File: src/inc/cafm_regs.vh
`ifndef CAFM_REGS_VH
`define CAFM_REGS_VH
// =====================================================
// Register offsets (byte addresses on the internal register port)
`define CAFM_F0_EXT_MID 8'h02
`define CAFM_F0_EXT_LOW 8'h03
`define CAFM_F1_EXT_MID 8'h06
`define CAFM_F1_EXT_LOW 8'h07
`define CAFM_F2_EXT_MID 8'h0A
`define CAFM_F2_EXT_LOW 8'h0B
`define CAFM_F3_EXT_MID 8'h12
`define CAFM_F3_EXT_LOW 8'h13
`define CAFM_F4_EXT_MID 8'h16
`define CAFM_F4_EXT_LOW 8'h17
`define CAFM_F5_EXT_MID 8'h1A
`define CAFM_F5_EXT_LOW 8'h1B
`define CAFM_M0_STD_HIGH 8'h20
`define CAFM_M0_STD_LOW 8'h21
`define CAFM_M0_EXT_MID 8'h22
`define CAFM_M0_EXT_LOW 8'h23
`define CAFM_M1_STD_HIGH 8'h24
`define CAFM_M1_STD_LOW 8'h25
`define CAFM_M1_EXT_MID 8'h26
`define CAFM_M1_EXT_LOW 8'h27
// =====================================================
// Field layout of the mask standard-identifier low byte
`define CAFM_SL_SID_MASK 8'hE0
`define CAFM_SL_EID_MASK 8'h03
`define CAFM_SL_IMPL_MASK 8'hE3
// =====================================================
// Reset values (power-on value is undefined; zero chosen)
`define CAFM_REG_RST 8'h00
`define CAFM_HIT_RST 3'h0
`endif

File: src/core/cafm_filter_regs.v
// Notes on behaviour
// - Each of six filters has a byte at 03h,07h,0Bh,13h,17h,1Bh matched to extended id bits 7..0.
// - Each of six filters has a byte at 02h,06h,0Ah,12h,16h,1Ah matched to extended id bits 15..8.
// - Each mask has a byte at 20h/24h masking standard id bits 10..3.
// - Bits 7..5 of the mask byte at 21h/25h mask standard id bits 2..0.
// - Bits 4..2 of the mask byte at 21h/25h ignore writes and read as zero.
// - Bits 1..0 of the mask byte at 21h/25h mask extended id bits 17..16.
// - Each mask has a byte at 22h/26h masking extended id bits 15..8.
// - Each mask has a byte at 23h/27h masking extended id bits 7..0.
// - A bit accepts when its mask is zero, else only when filter and received bits agree.
// - Mask zero serves filters zero and one, mask one serves filters two to five.
// - With several matches the lowest-numbered matching filter of each mask's group becomes that mask's hit code.
// - Filter and mask registers change only in configuration mode.
`include "cafm_regs.vh"

module cafm_filter_regs (
	// Clock and reset
	input wire i_mclk,
	input wire i_sys_rst,
	// Register port
	input wire i_reg_wr,
	input wire i_reg_rd,
	input wire [7:0] i_reg_addr,
	input wire [7:0] i_reg_wdata,
	output reg [7:0] o_reg_rdata,
	// Mode
	input wire i_cfg_mode,
	// Received identifier and upper filter bytes held elsewhere
	input wire [10:0] i_rx_std_id,
	input wire [17:0] i_rx_ext_id,
	input wire [47:0] i_flt_std_high,
	input wire [17:0] i_flt_std_low,
	// Per-bit match results and hit codes
	output reg [5:0] o_flt_match,
	output reg [28:0] o_bit_ok0,
	output reg [28:0] o_bit_ok1,
	output reg o_hit_valid0,
	output reg [2:0] o_filter_hit_code0,
	output reg o_hit_valid1,
	output reg [2:0] o_filter_hit_code1
);

	// =====================================================
	// Storage
	reg [7:0] flt_mid_ff [0:5];
	reg [7:0] flt_low_ff [0:5];
	reg [7:0] msk_sh_ff [0:1];
	reg [7:0] msk_sl_ff [0:1];
	reg [7:0] msk_em_ff [0:1];
	reg [7:0] msk_el_ff [0:1];

	// Filter slot for an offset, 7 when not a filter byte
	function [2:0] flt_slot;
		input [7:0] a;
		begin
			case (a & 8'hFE)
				`CAFM_F0_EXT_MID: flt_slot = 3'h0;
				`CAFM_F1_EXT_MID: flt_slot = 3'h1;
				`CAFM_F2_EXT_MID: flt_slot = 3'h2;
				`CAFM_F3_EXT_MID: flt_slot = 3'h3;
				`CAFM_F4_EXT_MID: flt_slot = 3'h4;
				`CAFM_F5_EXT_MID: flt_slot = 3'h5;
				default: flt_slot = 3'h7;
			endcase
		end
	endfunction

	wire [2:0] wr_slot;
	wire wr_ok;
	wire msk_hit;
	wire msk_sel;
	assign wr_slot = flt_slot(i_reg_addr);
	// Writes outside configuration mode are dropped silently
	assign wr_ok = i_reg_wr & i_cfg_mode;
	assign msk_hit = (i_reg_addr[7:3] == 5'h04);
	assign msk_sel = i_reg_addr[2];

	// =====================================================
	// Register writes
	genvar g;
	generate
		for (g = 0; g < 6; g = g + 1) begin : g_flt
			always @(posedge i_mclk or posedge i_sys_rst) begin
				if (i_sys_rst) begin
					flt_mid_ff[g] <= `CAFM_REG_RST;
					flt_low_ff[g] <= `CAFM_REG_RST;
				end else if (wr_ok && wr_slot == g) begin
					if (i_reg_addr[0]) begin
						flt_low_ff[g] <= i_reg_wdata;
					end else begin
						flt_mid_ff[g] <= i_reg_wdata;
					end
				end
			end
		end
		for (g = 0; g < 2; g = g + 1) begin : g_msk
			always @(posedge i_mclk or posedge i_sys_rst) begin
				if (i_sys_rst) begin
					msk_sh_ff[g] <= `CAFM_REG_RST;
					msk_sl_ff[g] <= `CAFM_REG_RST;
					msk_em_ff[g] <= `CAFM_REG_RST;
					msk_el_ff[g] <= `CAFM_REG_RST;
				end else if (wr_ok && msk_hit && msk_sel == g) begin
					case (i_reg_addr[1:0])
						2'h0: msk_sh_ff[g] <= i_reg_wdata;
						2'h1: msk_sl_ff[g] <= i_reg_wdata & `CAFM_SL_IMPL_MASK;
						2'h2: msk_em_ff[g] <= i_reg_wdata;
						default: msk_el_ff[g] <= i_reg_wdata;
					endcase
				end
			end
		end
	endgenerate

	// =====================================================
	// Read mux, unmapped offsets read zero
	reg [7:0] nxt_rdata;
	always @* begin
		nxt_rdata = 8'h00;
		if (wr_slot != 3'h7) begin
			nxt_rdata = i_reg_addr[0] ? flt_low_ff[wr_slot] : flt_mid_ff[wr_slot];
		end else if (msk_hit) begin
			case (i_reg_addr[1:0])
				2'h0: nxt_rdata = msk_sh_ff[msk_sel];
				2'h1: nxt_rdata = msk_sl_ff[msk_sel];
				2'h2: nxt_rdata = msk_em_ff[msk_sel];
				default: nxt_rdata = msk_el_ff[msk_sel];
			endcase
		end
	end

	always @(posedge i_mclk or posedge i_sys_rst) begin
		if (i_sys_rst) begin
			o_reg_rdata <= `CAFM_REG_RST;
		end else if (i_reg_rd) begin
			o_reg_rdata <= nxt_rdata;
		end
	end

	// =====================================================
	// Matching
	wire [28:0] rx_id;
	wire [28:0] msk_vec [0:1];
	wire [28:0] flt_vec [0:5];
	wire [5:0] flt_ok;
	assign rx_id = {i_rx_std_id, i_rx_ext_id};
	generate
		for (g = 0; g < 2; g = g + 1) begin : g_mv
			// Standard id on top, extended id 17..0 below
			assign msk_vec[g] = {msk_sh_ff[g], msk_sl_ff[g][7:5], msk_sl_ff[g][1:0],
				msk_em_ff[g], msk_el_ff[g]};
		end
		for (g = 0; g < 6; g = g + 1) begin : g_fv
			// Mask zero for filters 0-1, mask one for 2-5
			// Filter ext id 17..16 is not held here, taken as zero
			assign flt_vec[g] = {i_flt_std_high[g*8 +: 8], i_flt_std_low[g*3 +: 3],
				2'h0, flt_mid_ff[g], flt_low_ff[g]};
			assign flt_ok[g] = &(~msk_vec[g < 2 ? 0 : 1] | ~(flt_vec[g] ^ rx_id));
		end
	endgenerate

	// Lowest-numbered match wins
	function [2:0] first_hit;
		input [5:0] m;
		begin
			if (m[0]) first_hit = 3'h0;
			else if (m[1]) first_hit = 3'h1;
			else if (m[2]) first_hit = 3'h2;
			else if (m[3]) first_hit = 3'h3;
			else if (m[4]) first_hit = 3'h4;
			else first_hit = 3'h5;
		end
	endfunction

	always @(posedge i_mclk or posedge i_sys_rst) begin
		if (i_sys_rst) begin
			o_flt_match <= 6'h00;
			o_bit_ok0 <= 29'h0;
			o_bit_ok1 <= 29'h0;
			o_hit_valid0 <= 1'b0;
			o_hit_valid1 <= 1'b0;
			o_filter_hit_code0 <= `CAFM_HIT_RST;
			o_filter_hit_code1 <= `CAFM_HIT_RST;
		end else begin
			o_flt_match <= flt_ok;
			o_bit_ok0 <= ~msk_vec[0] | ~(flt_vec[0] ^ rx_id);
			o_bit_ok1 <= ~msk_vec[1] | ~(flt_vec[2] ^ rx_id);
			o_hit_valid0 <= |flt_ok[1:0];
			o_hit_valid1 <= |flt_ok[5:2];
			o_filter_hit_code0 <= first_hit({4'h0, flt_ok[1:0]});
			o_filter_hit_code1 <= first_hit({flt_ok[5:2], 2'h0});
		end
	end

endmodule // cafm_filter_regs

File: config.mk
export PLATFORM = sky130hd
export DESIGN_NAME = cafm_filter_regs
export DESIGN_NICKNAME = d
export VERILOG_FILES = /design/src/core/cafm_filter_regs.v
export VERILOG_INCLUDE_DIRS = /design/src /design/src/inc
export SDC_FILE = /design/constraint.sdc
export NUM_CORES = 1
export LEC_CHECK = 0
export ABC_AREA = 1
export CORE_MARGIN = 2
export CORE_UTILIZATION = 56
export DETAILED_ROUTE_END_ITERATION = 7
export DONT_BUFFER_PORTS = 1
export PLACE_DENSITY = 0.84
export SYNTH_ARGS = -nofsm -noshare
export SYNTH_HDL_FRONTEND = slang
export SYNTH_SLANG_ARGS = --single-unit
File: constraint.sdc
create_clock -name i_mclk -period 6.8 [get_ports i_mclk]
set_input_delay 0.68 -clock i_mclk [delete_from_list [all_inputs] [get_ports i_mclk]]
set_output_delay 0.68 -clock i_mclk [all_outputs]
set_load 0.005 [all_outputs]
# Word level (Yosys, flattened, before mapping)
# Cells that the tools add are included.
[totals]
ff_bits = 234
latch_bits = 0
mem_bits_rw = 0
mem_bits_ro = 0
wordCells = 139
mem_count = 0
[op_classes]
n_addsub = 0
n_mul = 0
div = 0
n_lt_le_gt_ge = 2
eq_ne = 15
shifts = 0
mux = 28
n_bitwise = 26
reduce_logical = 40
[op_table]
columns = ["cell", "n"]
rows = [
  ["29-bit inverter", 8],
  ["29-bit bitwise OR", 6],
  ["29-bit AND reduction", 6],
  ["29-bit XOR", 6],
  ["8-bit two-way mux", 19],
  ["8-bit binary-select mux with 3-bit select", 2],
  ["2-bit AND reduction", 20],
  ["8-bit one-hot mux with 3 select lines", 1],
  ["7-bit by 4-bit == test with 1-bit output (second input constant)", 3],
  ["3-bit one-hot mux with 6 select lines", 1],
  ["3-bit two-way mux", 4],
  ["1-bit logical AND", 9],
  ["7-bit by 1-bit == test with 1-bit output (second input constant)", 1],
  ["7-bit by 2-bit == test with 1-bit output (second input constant)", 1],
  ["7-bit by 3-bit == test with 1-bit output (second input constant)", 1],
  ["3-bit by 2-bit == test with 1-bit output (second input constant)", 2],
  ["3-bit == test (second input constant)", 2],
  ["5-bit by 3-bit == test with 1-bit output (second input constant)", 1],
  ["4-bit greater-or-equal comparator (second input constant)", 1],
  ["3-bit inverter with 4-bit output", 1],
  ["4-bit OR reduction", 1],
  ["3-bit by 1-bit == test with 1-bit output (second input constant)", 1],
  ["3-bit logical NOT", 1],
  ["3-bit inequality test (second input constant)", 1],
  ["10 further kinds", 12],
]

# Longest topological paths before layout
# Gate-level depths: netlist of the first run.
[depth]
word_depth = 8
mapped_depth = 15
mapped_depth_nobuf = 15

# Worst setup path before layout of the first run
# OpenSTA, ideal clock, no wires.
[synth_timing]
path_type = "input -> register"
startpoint = "input i_reg_addr[1]"
endpoint = "register flt_mid_ff[40] (netlist name)"
setup_time_ns = 0.128
t_arrival_ns = 1.994
required_time_ns = 6.672
slack_ns = 4.679
path_stages = 11
path_buffers = 2
path_cell_list = "buf_4 inv_2 nor2_4 nand4_2 nand2_2 inv_4 nor4_4 nand2_2 buf_6 nand2_1 o21ai_2"
[synth_via]
elab_chain_len = 5
[synth_rtl]
columns = ["item", "line_no", "source"]
rows = [
  ["from (decl)", "cafm_filter_regs.v:23", "input wire [7:0] i_reg_addr,"],
  ["7-bit by 4-bit == test with 1-bit output (tied with other cells)", "cafm_filter_regs.v:56", "case (a & 8'hFE)"],
  ["3-bit one-hot mux with 6 select lines (*)", "cafm_filter_regs.v:56", ""],
  ["3-bit logical NOT (*)", "cafm_filter_regs.v:87", "end else if (wr_ok && wr_slot == g) begin"],
  ["1-bit logical AND (*)", "cafm_filter_regs.v:87", ""],
  ["2-bit AND reduction (no source line) (*)", "--", ""],
  ["to (signal, indexed assignment)", "cafm_filter_regs.v:85", "flt_mid_ff[g] <= `CAFM_REG_RST;"],
  ["to (signal, indexed assignment)", "cafm_filter_regs.v:91", "flt_mid_ff[g] <= i_reg_wdata;"],
  ["to (decl)", "cafm_filter_regs.v:45", "reg [7:0] flt_mid_ff [0:5];"],
]
# Mark *: on every way between the ends. The rest lies on a longest branch, timed or not.
# A chain may end at the register's enable or synchronous reset.

# Worst setup path in the final report of the first run
[layout_timing]
startpoint = "input i_reg_addr[5]"
endpoint = "register flt_low_ff[16] (netlist name)"
[layout_via]
elab_chain_len = 5
[layout_rtl]
columns = ["item", "line_no", "source"]
rows = [
  ["7-bit by 4-bit == test with 1-bit output (tied with other cells)", "cafm_filter_regs.v:56", ""],
  ["3-bit one-hot mux with 6 select lines (*)", "cafm_filter_regs.v:56", ""],
  ["3-bit by 2-bit == test with 1-bit output (*)", "cafm_filter_regs.v:87", ""],
  ["1-bit logical AND (*)", "cafm_filter_regs.v:87", ""],
  ["2-bit AND reduction (no source line) (*)", "--", ""],
  ["to (signal, indexed assignment)", "cafm_filter_regs.v:86", "flt_low_ff[g] <= `CAFM_REG_RST;"],
  ["to (signal, indexed assignment)", "cafm_filter_regs.v:89", "flt_low_ff[g] <= i_reg_wdata;"],
  ["to (decl)", "cafm_filter_regs.v:46", "reg [7:0] flt_low_ff [0:5];"],
]
# Marked as above.

==> results of run 1 <==
-- routing by layer --
metal | vias up | track usage [%] | share of wire, %
met5 | - | 0 | 0
met4 | 0 | 18.04 | 6.3
met3 | 192 | 9.386 | 12
met2 | 842 | 54.35 | 43
met1 | 5447 | 48.95 | 38
li1 | 5232 | - | -
-- logic make-up (layout without fill, tap and decap cells) --
logic type,Yosys count,after routing,share of synthesized area [%]
buffers and inverters,232,188,7.622
other,1,1,0.02994
XOR/XNOR,40,40,2.797
AO/OA/AOI/OAI,360,360,15.49
AND/OR/NAND/NOR,748,748,27.50
flip-flops,233,233,46.55
-- worst register-to-register path, cell delays in order (launching register included) --
cell and delay (ns):
sky130_fd_sc_hd__dfrtp_1 0.45, sky130_fd_sc_hd__or2_2 0.32, sky130_fd_sc_hd__nand3_1 0.18, sky130_fd_sc_hd__nand4_1 0.12, sky130_fd_sc_hd__or2_2 0.41, sky130_fd_sc_hd__nor3b_2 0.30
sky130_fd_sc_hd__nor2_1 0.11, sky130_fd_sc_hd__nand3b_1 0.09
-- cell usage in the layout (no fill, tap or decap), types with 3 or more instances in the layout --
cell type,Yosys,layout
sky130_fd_sc_hd__a21oi_1,82,82
sky130_fd_sc_hd__buf_4,4,4
sky130_fd_sc_hd__bufinv_16,0,3
sky130_fd_sc_hd__clkbuf_1,48,3
sky130_fd_sc_hd__clkbuf_16,0,25
sky130_fd_sc_hd__clkbuf_8,0,7
sky130_fd_sc_hd__clkinv_2,0,3
sky130_fd_sc_hd__clkinvlp_4,0,4
sky130_fd_sc_hd__dfrtp_1,233,233
sky130_fd_sc_hd__inv_1,130,129
sky130_fd_sc_hd__inv_2,8,8
sky130_fd_sc_hd__nand2_1,402,402
sky130_fd_sc_hd__nand2_2,7,7
sky130_fd_sc_hd__nand3_1,76,76
sky130_fd_sc_hd__nand3_2,9,9
sky130_fd_sc_hd__nand3b_1,3,3
sky130_fd_sc_hd__nand4_1,80,80
sky130_fd_sc_hd__nand4_2,3,3
sky130_fd_sc_hd__nor2_1,98,98
sky130_fd_sc_hd__nor2_4,3,3
sky130_fd_sc_hd__nor3_1,22,22
sky130_fd_sc_hd__o2111ai_1,5,5
sky130_fd_sc_hd__o211ai_1,8,8
sky130_fd_sc_hd__o21ai_0,220,220
sky130_fd_sc_hd__o21ai_1,13,13
sky130_fd_sc_hd__o21ai_2,17,17
sky130_fd_sc_hd__o22ai_1,4,4
sky130_fd_sc_hd__or2_2,32,32
sky130_fd_sc_hd__xnor2_1,19,19
sky130_fd_sc_hd__xor2_1,21,21
-- power breakdown --
part | switching (mW) | internal (mW)
combinational | 0.178 | 0.0770
sequential | 0.0519 | 1.44
clock | 0.575 | 0.865
-- stage by stage --
stage               setup slack, ns  utilization [%]
floorplan                     3.070                -
global placement              3.665            57.00
detailed placement            3.532            57.00
CTS                           4.082            60.97
global route                  3.683            60.97
finish                        3.964            60.97
-- cell type report --
| type | instances | area, um^2 |
|---|---|---|
| Clock inverter | 10 | 136.4 |
| Inverter | 139 | 528.0 |
| Fill cell | 1943 | 8543 |
| Clock buffer | 35 | 733.2 |
| Timing Repair Buffer | 4 | 30.03 |
| Multi-Input combinational cell | 1149 | 5739 |
| Sequential cell | 233 | 5831 |
| Tap cell | 280 | 350.3 |
-- state kept, by name, indices dropped and copies added (netlist names) --
name / flops
o_bit_ok1: 29
o_reg_rdata: 8
msk_sh_ff: 16
o_hit_valid1: 1
msk_el_ff: 16
msk_em_ff: 16
o_bit_ok0: 29
flt_mid_ff: 48
o_hit_valid0: 1
flt_low_ff: 48
o_filter_hit_code0: 2
o_filter_hit_code1: 3
msk_sl_ff: 10
o_flt_match: 6
-- how the worst min path moves through the flow --
stage / cells after the start / endpoint / startpoint / slack, ns
2_1_floorplan: 1 / o_bit_ok0[16]$_DFF_PP0_ / msk_sl_ff[8]$_DFFE_PP0P_ / 0.44
6_report: 1 / o_bit_ok0[21]$_DFF_PP0_ / i_sys_rst / 0.08
4_1_cts: 1 / o_bit_ok0[21]$_DFF_PP0_ / i_sys_rst / 0.09
3_5_place_dp: 2 / msk_el_ff[11]$_DFFE_PP0P_ / msk_el_ff[11]$_DFFE_PP0P_ / 0.47
3_3_place_gp: 2 / msk_sl_ff[7]$_DFFE_PP0P_ / msk_sl_ff[7]$_DFFE_PP0P_ / 0.47
5_1_grt: 1 / o_bit_ok0[21]$_DFF_PP0_ / i_sys_rst / 0.12
==> impl_metrics.ini, run 1 <==
[drt]
route.vias.total = 11713
route.detailed.drc = 0
avgRoutedWirePerCell_um = 23.28
ant_nets = 0
post_route_wl_mm = 43.07
detail_route.iter0.violations = 1838
detail_route.first_pass.iterations = 6
drt-vias-per-instance = 6.331

[run_status]
run_status = finished, final reports clean

[clocking]
ctsLongestPathBuffers = 3
path_clk_slew_ns = 0.06
ctsRootBufferMaster = sky130_fd_sc_hd__clkbuf_16
cts_tree = done
clock_latency_ns = 0.54
post_cts_buffers = 0
htree_num_levels = 1
postCtsResizedCells = 0
tritoncts.num_buffers = 25
cts.sink_count = 233
cts_hold_buf = 0

[floorplanning]
placeableCoreArea_um2 = 21890
die_h_um = 153.6
design.die.area_um2 = 23580
core.rowCount = 54
die_w_um = 153.6
io_pins = 196
initial_utilization_pct = 57.21

[place]
place_congestion = 1.015
dp.final_hpwl_mm = 31.22
port_buffers = 0
number_of_placed_instances_with_taps_included = 1805
detailed_place.area_um2 = 12480

[timing]
slew_headroom_pct = 25.13
timing.setup.tns_ns = 0
timing_max_transition_violations_final = 0
achievable_freq_mhz = 352.6
finalHoldWorstSlack_ns = 0.07737
final_report_setup_violation_count = 0
worst_slew_pin_slew_ns = 1.122
timing.final.crit_share_pct = 41.70
finClkSkew_ns = 0.01068
rsz0062_at_grt = no
period_needed_ns = 2.836
finalHoldViolCount = 0

[setup_path]
critPathKind = input port to register
r2r-end = o_hit_valid1$_DFF_PP0_
worstSetupStartpointType = input port
crit_chain = inv_1 > nand2_2 > inv_2 > nand2_4 > nand2_2 > inv_2 > o21ai_2 > nand3_2 > nand2_1 > o21ai_0
critical_path.top_delay_family = simple AND/OR/NAND/NOR gates
crit_path_end = flt_low_ff[16]$_DFFE_PP0P_
cp.arrival_ns = 3.21
timing.critical_path.to_type = register
worstPathBufferInverterCount = 3
critical_path_stages = 10
timing.reg2reg.setup_slack_ns = 4.77
worstRegToRegCells = 7
critical_path_peak_fanout = 35
critical_path.slowest_cell = sky130_fd_sc_hd__o21ai_2
data_required_time_of_the_worst_path_ns = 7.18
critical_path.reg2reg.startpoint = flt_mid_ff[26]$_DFFE_PP0P_
timing.critical_path.slowest_cell_delay_ns = 0.61
crit_path_start = i_reg_addr[5]

[global_route]
grt_max_degree = 83
first_global_vias = 10918
number_of_antenna_violations_at_the_first_check_in_global_routing = 1
grt_first_pass_wirelength_mm = 65.41
track_usage_pct = 36.20
remaining_global_route_overflow = 0

[yosys]
synthDominantCellAreaShare_pct = 46.55
synth-edff-count = 0
synth_flop_cell = sky130_fd_sc_hd__dfrtp_1
leading_area_contributor_after_synthesis = sky130_fd_sc_hd__dfrtp_1
netlist_instances = 1614
syn_nets = 1730
synth_commonest_cells = sky130_fd_sc_hd__nand2_1, sky130_fd_sc_hd__dfrtp_1, sky130_fd_sc_hd__o21ai_0
synth-seq-area-share_pct = 46.55
syn_area_um2 = 12520
synthMostInstantiatedCell = sky130_fd_sc_hd__nand2_1
ys_top_cells_by_area = sky130_fd_sc_hd__dfrtp_1, sky130_fd_sc_hd__nand2_1, sky130_fd_sc_hd__o21ai_0
synth_area_per_cell_um2 = 7.760
ys_seq_elements = 233
async_reset_ff_share_pct = 100.0
count_of_cell_types_in_the_netlist = 49
synth.yosys.warnings = 0

[run]
cap_violations = 0

[pwr]
power.static_leakage_nw = 5.918
power_mw = 3.186
vdd_ir_drop_max_mv = 0.2013
cellPowerDensity_nw_per_um2 = 238.7

[hold_path]
min_path_type = input port to asynchronous set/reset pin

[final_layout]
layout-drive-gt1-share_pct = 8.599
final_cells = 1850
antenna_cells = 0
layout.nets = 1668
area_delta_synth_final_pct = 6.573
final_area_um2 = 13350
No activity file was read; power rests on OpenSTA's default activity.
==> inputs of run 2 (changes only) <==
--- a/config.mk
+++ b/config.mk
@@ -6,12 +6,12 @@
 export SDC_FILE = /design/constraint.sdc
 export NUM_CORES = 1
 export LEC_CHECK = 0
-export ABC_AREA = 1
+export ABC_AREA = 0
 export CORE_MARGIN = 2
 export CORE_UTILIZATION = 56
 export DETAILED_ROUTE_END_ITERATION = 7
 export DONT_BUFFER_PORTS = 1
-export PLACE_DENSITY = 0.84
+export PLACE_DENSITY = 0.81
 export SYNTH_ARGS = -nofsm -noshare
 export SYNTH_HDL_FRONTEND = slang
 export SYNTH_SLANG_ARGS = --single-unit
==> constraint.sdc (replaced) <==
create_clock -name i_mclk -period 2.9 [get_ports i_mclk]
set_input_delay 0.29 -clock i_mclk [delete_from_list [all_inputs] [get_ports i_mclk]]
set_output_delay 0.29 -clock i_mclk [all_outputs]
set_load 0.005 [all_outputs]
==> run 2 against run 1 <==
The run now ends with hold timing left. Via count is 17% lower. Sequential share of layout area down 1.1 points. Synthesized area shrank 4.5%. Wire length grew 0.86%. Combinational power rose to 3.1 times the previous value. Critical path depth shrank 2. Total power up 140%. Sequential cell count unchanged. Clock skew rose by 0.012 ns. Clock-buffer cell count down 4. Largest cell class unchanged.
==> impl_metrics.ini, run 2 <==
[final_layout]
num-fill-cells = 1593
multi_input_area_um2 = 5702
final_cells = 1410
layout.nets = 1235
final_common_cell = sky130_fd_sc_hd__dfrtp_1
final_cell_mix = sky130_fd_sc_hd__dfrtp_1, sky130_fd_sc_hd__xor2_1, sky130_fd_sc_hd__mux2_2, sky130_fd_sc_hd__nand2_1, sky130_fd_sc_hd__dlygate4sd3_1
area_delta_synth_final_pct = 14.55
antenna_cells = 0
layout-drive-gt1-share_pct = 19.38
reg_top3 = flt_low_ff: 48 flops, flt_mid_ff: 48 flops
final_area_um2 = 13700
ff_latch_area_um2 = 5831

[global_route]
remaining_global_route_overflow = 0
number_of_antenna_violations_at_the_first_check_in_global_routing = 0
grt_first_pass_wirelength_mm = 62.75
grt_max_degree = 49
first_global_vias = 9764
track_usage_pct = 38.74

[timing]
final_report_setup_violation_count = 0
period_needed_ns = 2.554
finalHoldWorstSlack_ns = -0.01538
slew_headroom_pct = 11.67
rsz0062_at_grt = no
finalHoldViolCount = 1
achievable_freq_mhz = 391.6
worst_slew_pin_slew_ns = 1.321
fin_ws_ns = 0.3464
timing_max_transition_violations_final = 0
finClkSkew_ns = 0.02284
timing.final.crit_share_pct = 88.06

[setup_path]
critPathKind = input port to register
worstRegToRegCells = 6
critical_path_peak_fanout = 4
timing.reg2reg.setup_slack_ns = 0.74
data_required_time_of_the_worst_path_ns = 3.36
critical_path.reg2reg.startpoint = msk_sh_ff[5]$_DFFE_PP0P_
critical_path.slowest_cell = sky130_fd_sc_hd__or4_1
r2r-end = o_reg_rdata[5]$_DFFE_PP0P_
timing.critical_path.to_type = register
crit_chain = dlygate4sd3_1 > xor2_1 > dlygate4sd3_1 > nand2_1 > nand4_1 > or4_1 > nor4_2 > nand2b_1
worstSetupStartpointType = input port
cell_with_the_most_instances_on_the_worst_path = sky130_fd_sc_hd__dlygate4sd3_1
timing.critical_path.slowest_cell_delay_ns = 0.63
cp.arrival_ns = 3.01

[place]
dp.final_hpwl_mm = 30.50
place_congestion = 1.033
place_worst_setup_slack_ns = 0.5308
number_of_placed_instances_with_taps_included = 1296
port_buffers = 0
detailed_place.area_um2 = 12150

[floorplanning]
core.rowCount = 53
initial_utilization_pct = 56.88
io_pins = 196
die_h_um = 150.1
placeableCoreArea_um2 = 21020
design.die.area_um2 = 22540
die_w_um = 150.1

[clocking]
postCtsResizedCells = 0
tritoncts.num_buffers = 25
cts_hold_buf = 71
cts_tree = done
ctsRootBufferMaster = sky130_fd_sc_hd__clkbuf_16
post_cts_buffers = 0
clock_latency_ns = 0.54
ctsLongestPathBuffers = 3
path_clk_slew_ns = 0.06
htree_num_levels = 1
cts.sink_count = 233

[drt]
post_route_wl_mm = 43.44
avgRoutedWirePerCell_um = 30.81
route.vias.total = 9670
drt-vias-per-instance = 6.858
ant_nets = 0
detail_route.iter0.violations = 1163
detail_route.first_pass.iterations = 8
route.detailed.drc = 0

[pwr]
cellPowerDensity_nw_per_um2 = 550.3
vdd_ir_drop_max_mv = 0.3856
power_mw = 7.537
power.static_leakage_nw = 6.202

[yosys]
synthDominantCellAreaShare_pct = 48.77
count_of_cell_types_in_the_netlist = 52
synth-seq-area-share_pct = 48.77
synth_flop_cell = sky130_fd_sc_hd__dfrtp_1
async_reset_ff_share_pct = 100.0
netlist_instances = 1084
leading_area_contributor_after_synthesis = sky130_fd_sc_hd__dfrtp_1
synth_commonest_cells = sky130_fd_sc_hd__dfrtp_1, sky130_fd_sc_hd__xor2_1, sky130_fd_sc_hd__mux2_2
synth.yosys.warnings = 0
syn_nets = 1200
synth_area_per_cell_um2 = 11.03
synth-edff-count = 0
ys_top_cells_by_area = sky130_fd_sc_hd__dfrtp_1, sky130_fd_sc_hd__mux2_2, sky130_fd_sc_hd__xor2_1
synthMostInstantiatedCell = sky130_fd_sc_hd__dfrtp_1
ys_seq_elements = 233
syn_area_um2 = 11960

[hold_path]
worstHoldStart = i_rx_ext_id[12]
holdPathEnd = o_bit_ok1[12]$_DFF_PP0_
hold-path-cell-count = 2
min_path_type = input port to register

[run_status]
violations = hold timing
run_status = complete, but fails checks

[run]
cap_violations = 0
[run 2: per-layer routing]
metal / vias up / GRT usage, % / routed length, um
li1: 3920 / - / -
met2: 804 / 59.59 / 19120
met5: - / 0 / 0
met1: 4762 / 48.99 / 15410
met3: 184 / 12.24 / 6002
met4: 0 / 20.85 / 2908
[run 2: final cells by class]
type	count	area share [%]
Sequential cell	233	42.57
Multi-Input combinational cell	745	41.63
Timing Repair Buffer	87	6.432
Clock buffer	31	5.025
Tap cell	275	2.512
Clock inverter	12	1.060
Inverter	27	0.7674
[run 2: worst max-delay path by stage]
| stage | startpoint | to | cells after the start |
|---|---|---|---|
| finish | i_flt_std_high[3] | o_hit_valid0$_DFF_PP0_ | 8 |
| global route | i_flt_std_high[7] | o_hit_valid0$_DFF_PP0_ | 8 |
| CTS | i_flt_std_high[4] | o_hit_valid0$_DFF_PP0_ | 8 |
| detailed placement | i_reg_addr[7] | flt_low_ff[19]$_DFFE_PP0P_ | 5 |
| global placement | i_reg_addr[7] | flt_low_ff[21]$_DFFE_PP0P_ | 5 |
| floorplan | i_sys_rst | flt_low_ff[0]$_DFFE_PP0P_ | 1 |
[run 2: cells by family after synthesis]
| kind of cell | after synthesis | synth area share (%) |
|---|---|---|
| multiplexers | 154 | 15.11 |
| AO/OA/AOI/OAI | 228 | 12.28 |
| XOR/XNOR | 162 | 11.87 |
| flip-flops | 233 | 48.77 |
| AND/OR/NAND/NOR | 200 | 8.403 |
| buffers and inverters | 106 | 3.547 |
| other | 1 | 0.03136 |
[run 2: stage by stage]
step | setup TNS, ns | util, %
floorplan | -102.50 | -
global placement | 0 | 57.81
detailed placement | 0 | 57.81
CTS | 0 | 65.15
global route | 0 | 65.15
finish | 0 | 65.15
[run 2: critical path, delay by kind of cell]
family	cells	cell delay [ns]
xor gates and xnor gates	1	0.15
buffers and inverters	2	1.13
and+or+nand+nor	5	1.44
[run 2: power breakdown]
group          internal (mW)  leakage (nW)  switching (mW)
logic                  0.337          2.95           0.454
clock network           1.94         0.414            1.31
registers               3.36          2.83           0.129
==> inputs of run 3 (changes only) <==
--- a/config.mk
+++ b/config.mk
@@ -6,7 +6,7 @@
 export SDC_FILE = /design/constraint.sdc
 export NUM_CORES = 1
 export LEC_CHECK = 0
-export ABC_AREA = 0
+export ABC_AREA = 1
 export CORE_MARGIN = 2
 export CORE_UTILIZATION = 56
 export DETAILED_ROUTE_END_ITERATION = 7
@@ -15,3 +15,4 @@
 export SYNTH_ARGS = -nofsm -noshare
 export SYNTH_HDL_FRONTEND = slang
 export SYNTH_SLANG_ARGS = --single-unit
+export TNS_END_PERCENT = 1
==> run 3 against run 2 <==
The run still ends with hold timing left. Register-to-register slack worse by 0.04 ns. Wire length up 4.6%. Largest power group unchanged. Combinational power down 12%. Hold slack better by 0.0072 ns. Via count up 27%.
==> impl_metrics.ini, run 3 (synthesis results as in run 1) <==
[final_layout]
final_cells = 1925
final_cell_mix = sky130_fd_sc_hd__nand2_1, sky130_fd_sc_hd__dfrtp_1, sky130_fd_sc_hd__o21ai_0, sky130_fd_sc_hd__inv_1, sky130_fd_sc_hd__nor2_1
layout.nets = 1744
reg_top3 = flt_low_ff: 48 flops, flt_mid_ff: 48 flops
fin_util_pct = 64.29
num-fill-cells = 1826
area_delta_synth_final_pct = 12.37
antenna_cells = 0
layout-drive-gt1-share_pct = 8.936
final_common_cell = sky130_fd_sc_hd__nand2_1

[floorplanning]
design.die.area_um2 = 23580
die_w_um = 153.6
placeableCoreArea_um2 = 21890
core.rowCount = 54
initial_utilization_pct = 57.21
die_h_um = 153.6
io_pins = 196

[run_status]
run_status = complete, but fails checks
violations = hold timing

[clocking]
htree_num_levels = 1
clock_latency_ns = 0.53
ctsLongestPathBuffers = 3
cts_hold_buf = 63
post_cts_buffers = 0
tritoncts.num_buffers = 25
cts.sink_count = 233
ctsRootBufferMaster = sky130_fd_sc_hd__clkbuf_16
cts_tree = done
postCtsResizedCells = 0
path_clk_slew_ns = 0.06

[timing]
finalHoldViolCount = 1
final_report_setup_violation_count = 0
slew_headroom_pct = 21.50
fin_ws_ns = 0.2704
period_needed_ns = 2.630
timing.final.crit_share_pct = 90.68
timing_max_transition_violations_final = 0
finalHoldWorstSlack_ns = -0.008151
rsz0062_at_grt = no
finClkSkew_ns = 0.01559
achievable_freq_mhz = 380.3
worst_slew_pin_slew_ns = 1.176

[drt]
ant_nets = 0
route.detailed.drc = 0
route.vias.total = 12247
avgRoutedWirePerCell_um = 23.61
drt-vias-per-instance = 6.362
post_route_wl_mm = 45.45
detail_route.first_pass.iterations = 6
detail_route.iter0.violations = 1730

[place]
place_congestion = 1.012
port_buffers = 0
dp.final_hpwl_mm = 31.05
number_of_placed_instances_with_taps_included = 1818
place_worst_setup_slack_ns = 0.3084

[global_route]
grt_max_degree = 88
first_global_vias = 11488
track_usage_pct = 38.00
grt_first_pass_wirelength_mm = 68.33
number_of_antenna_violations_at_the_first_check_in_global_routing = 0
remaining_global_route_overflow = 0

[setup_path]
crit_chain = dlygate4sd3_1 > nand2_1 > dlygate4sd3_1 > nand2_1 > nor2_1 > dlygate4sd3_1 > inv_1 > nand4_1 > nor3_1 > nand2_1 > nand2_1 > inv_1
critical_path.slowest_cell = sky130_fd_sc_hd__dlygate4sd3_1
timing.critical_path.slowest_cell_delay_ns = 0.60
critical_path.reg2reg.startpoint = msk_sh_ff[13]$_DFFE_PP0P_
critical_path_peak_fanout = 11
cell_with_the_most_instances_on_the_worst_path = sky130_fd_sc_hd__nand2_1
timing.critical_path.to_type = register
cp.arrival_ns = 3.06
timing.reg2reg.setup_slack_ns = 0.70
critPathKind = input port to register
data_required_time_of_the_worst_path_ns = 3.33
worstSetupStartpointType = input port
r2r-end = o_filter_hit_code0[2]$_DFF_PP0_
worstRegToRegCells = 9

[pwr]
cellPowerDensity_nw_per_um2 = 533.4
vdd_ir_drop_max_mv = 0.3890
power.static_leakage_nw = 6.228

[hold_path]
worstHoldStart = i_rx_std_id[10]
holdPathEnd = o_bit_ok0[28]$_DFF_PP0_
min_path_type = input port to register
hold-path-cell-count = 3

[run]
cap_violations = 0
## run 3: power breakdown
part	total [mW]	switching (mW)	internal [mW]
logic	0.693	0.456	0.237
clock network	3.32	1.36	1.95
registers	3.50	0.122	3.37
total	7.51	1.94	5.57
## run 3: critical path: cells and delay by family
family                 cells  cell delay [ns]
buffers and inverters      5             1.84
and+or+nand+nor            7             0.93
## run 3: how the worst max path moves through the flow
stage | startpoint | to | slack [ns]
CTS | i_rx_std_id[9] | o_filter_hit_code0[2]$_DFF_PP0_ | 0.40
floorplan | i_sys_rst | flt_low_ff[0]$_DFFE_PP0P_ | -0.44
global route | i_rx_std_id[8] | o_filter_hit_code0[2]$_DFF_PP0_ | 0.19
detailed placement | i_reg_addr[7] | flt_mid_ff[16]$_DFFE_PP0P_ | 0.31
global placement | i_reg_addr[7] | flt_low_ff[17]$_DFFE_PP0P_ | 0.43
finish | i_rx_std_id[8] | o_filter_hit_code0[2]$_DFF_PP0_ | 0.27
## run 3: routing by layer
| layer | vias to the layer above | GRT usage (%) | part of all wire [%] |
|---|---|---|---|
| met5 | - | 0 | 0 |
| met2 | 961 | 57.21 | 44 |
| li1 | 5381 | - | - |
| met1 | 5717 | 48.93 | 35 |
| met4 | 0 | 20.84 | 6.6 |
| met3 | 188 | 12.12 | 14 |
## run 3: cell type report
cell class / instances / area [um^2] / area share [%]
multi-input combinational: 1149 / 5739 / 40.78
inverter: 139 / 528.0 / 3.752
clock buffer: 32 / 691.9 / 4.916
sequential: 233 / 5831 / 41.43
clock inverter: 12 / 150.1 / 1.067
timing repair buffer: 80 / 783.3 / 5.565
tap: 280 / 350.3 / 2.489
## run 3: through the flow
| step | TNS (ns) | power (mW) | instance area [um^2] |
|---|---|---|---|
| 6_report | 0 | 7.507 | 14070 |
| 5_1_grt | 0 | 7.705 | 14070 |
| 4_1_cts | 0 | 7.472 | 14070 |
| 3_5_place_dp | 0 | 4.143 | 12600 |
| 3_3_place_gp | 0 | 4.126 | 12600 |
| 2_1_floorplan | -102.50 | 3.985 | 12530 |
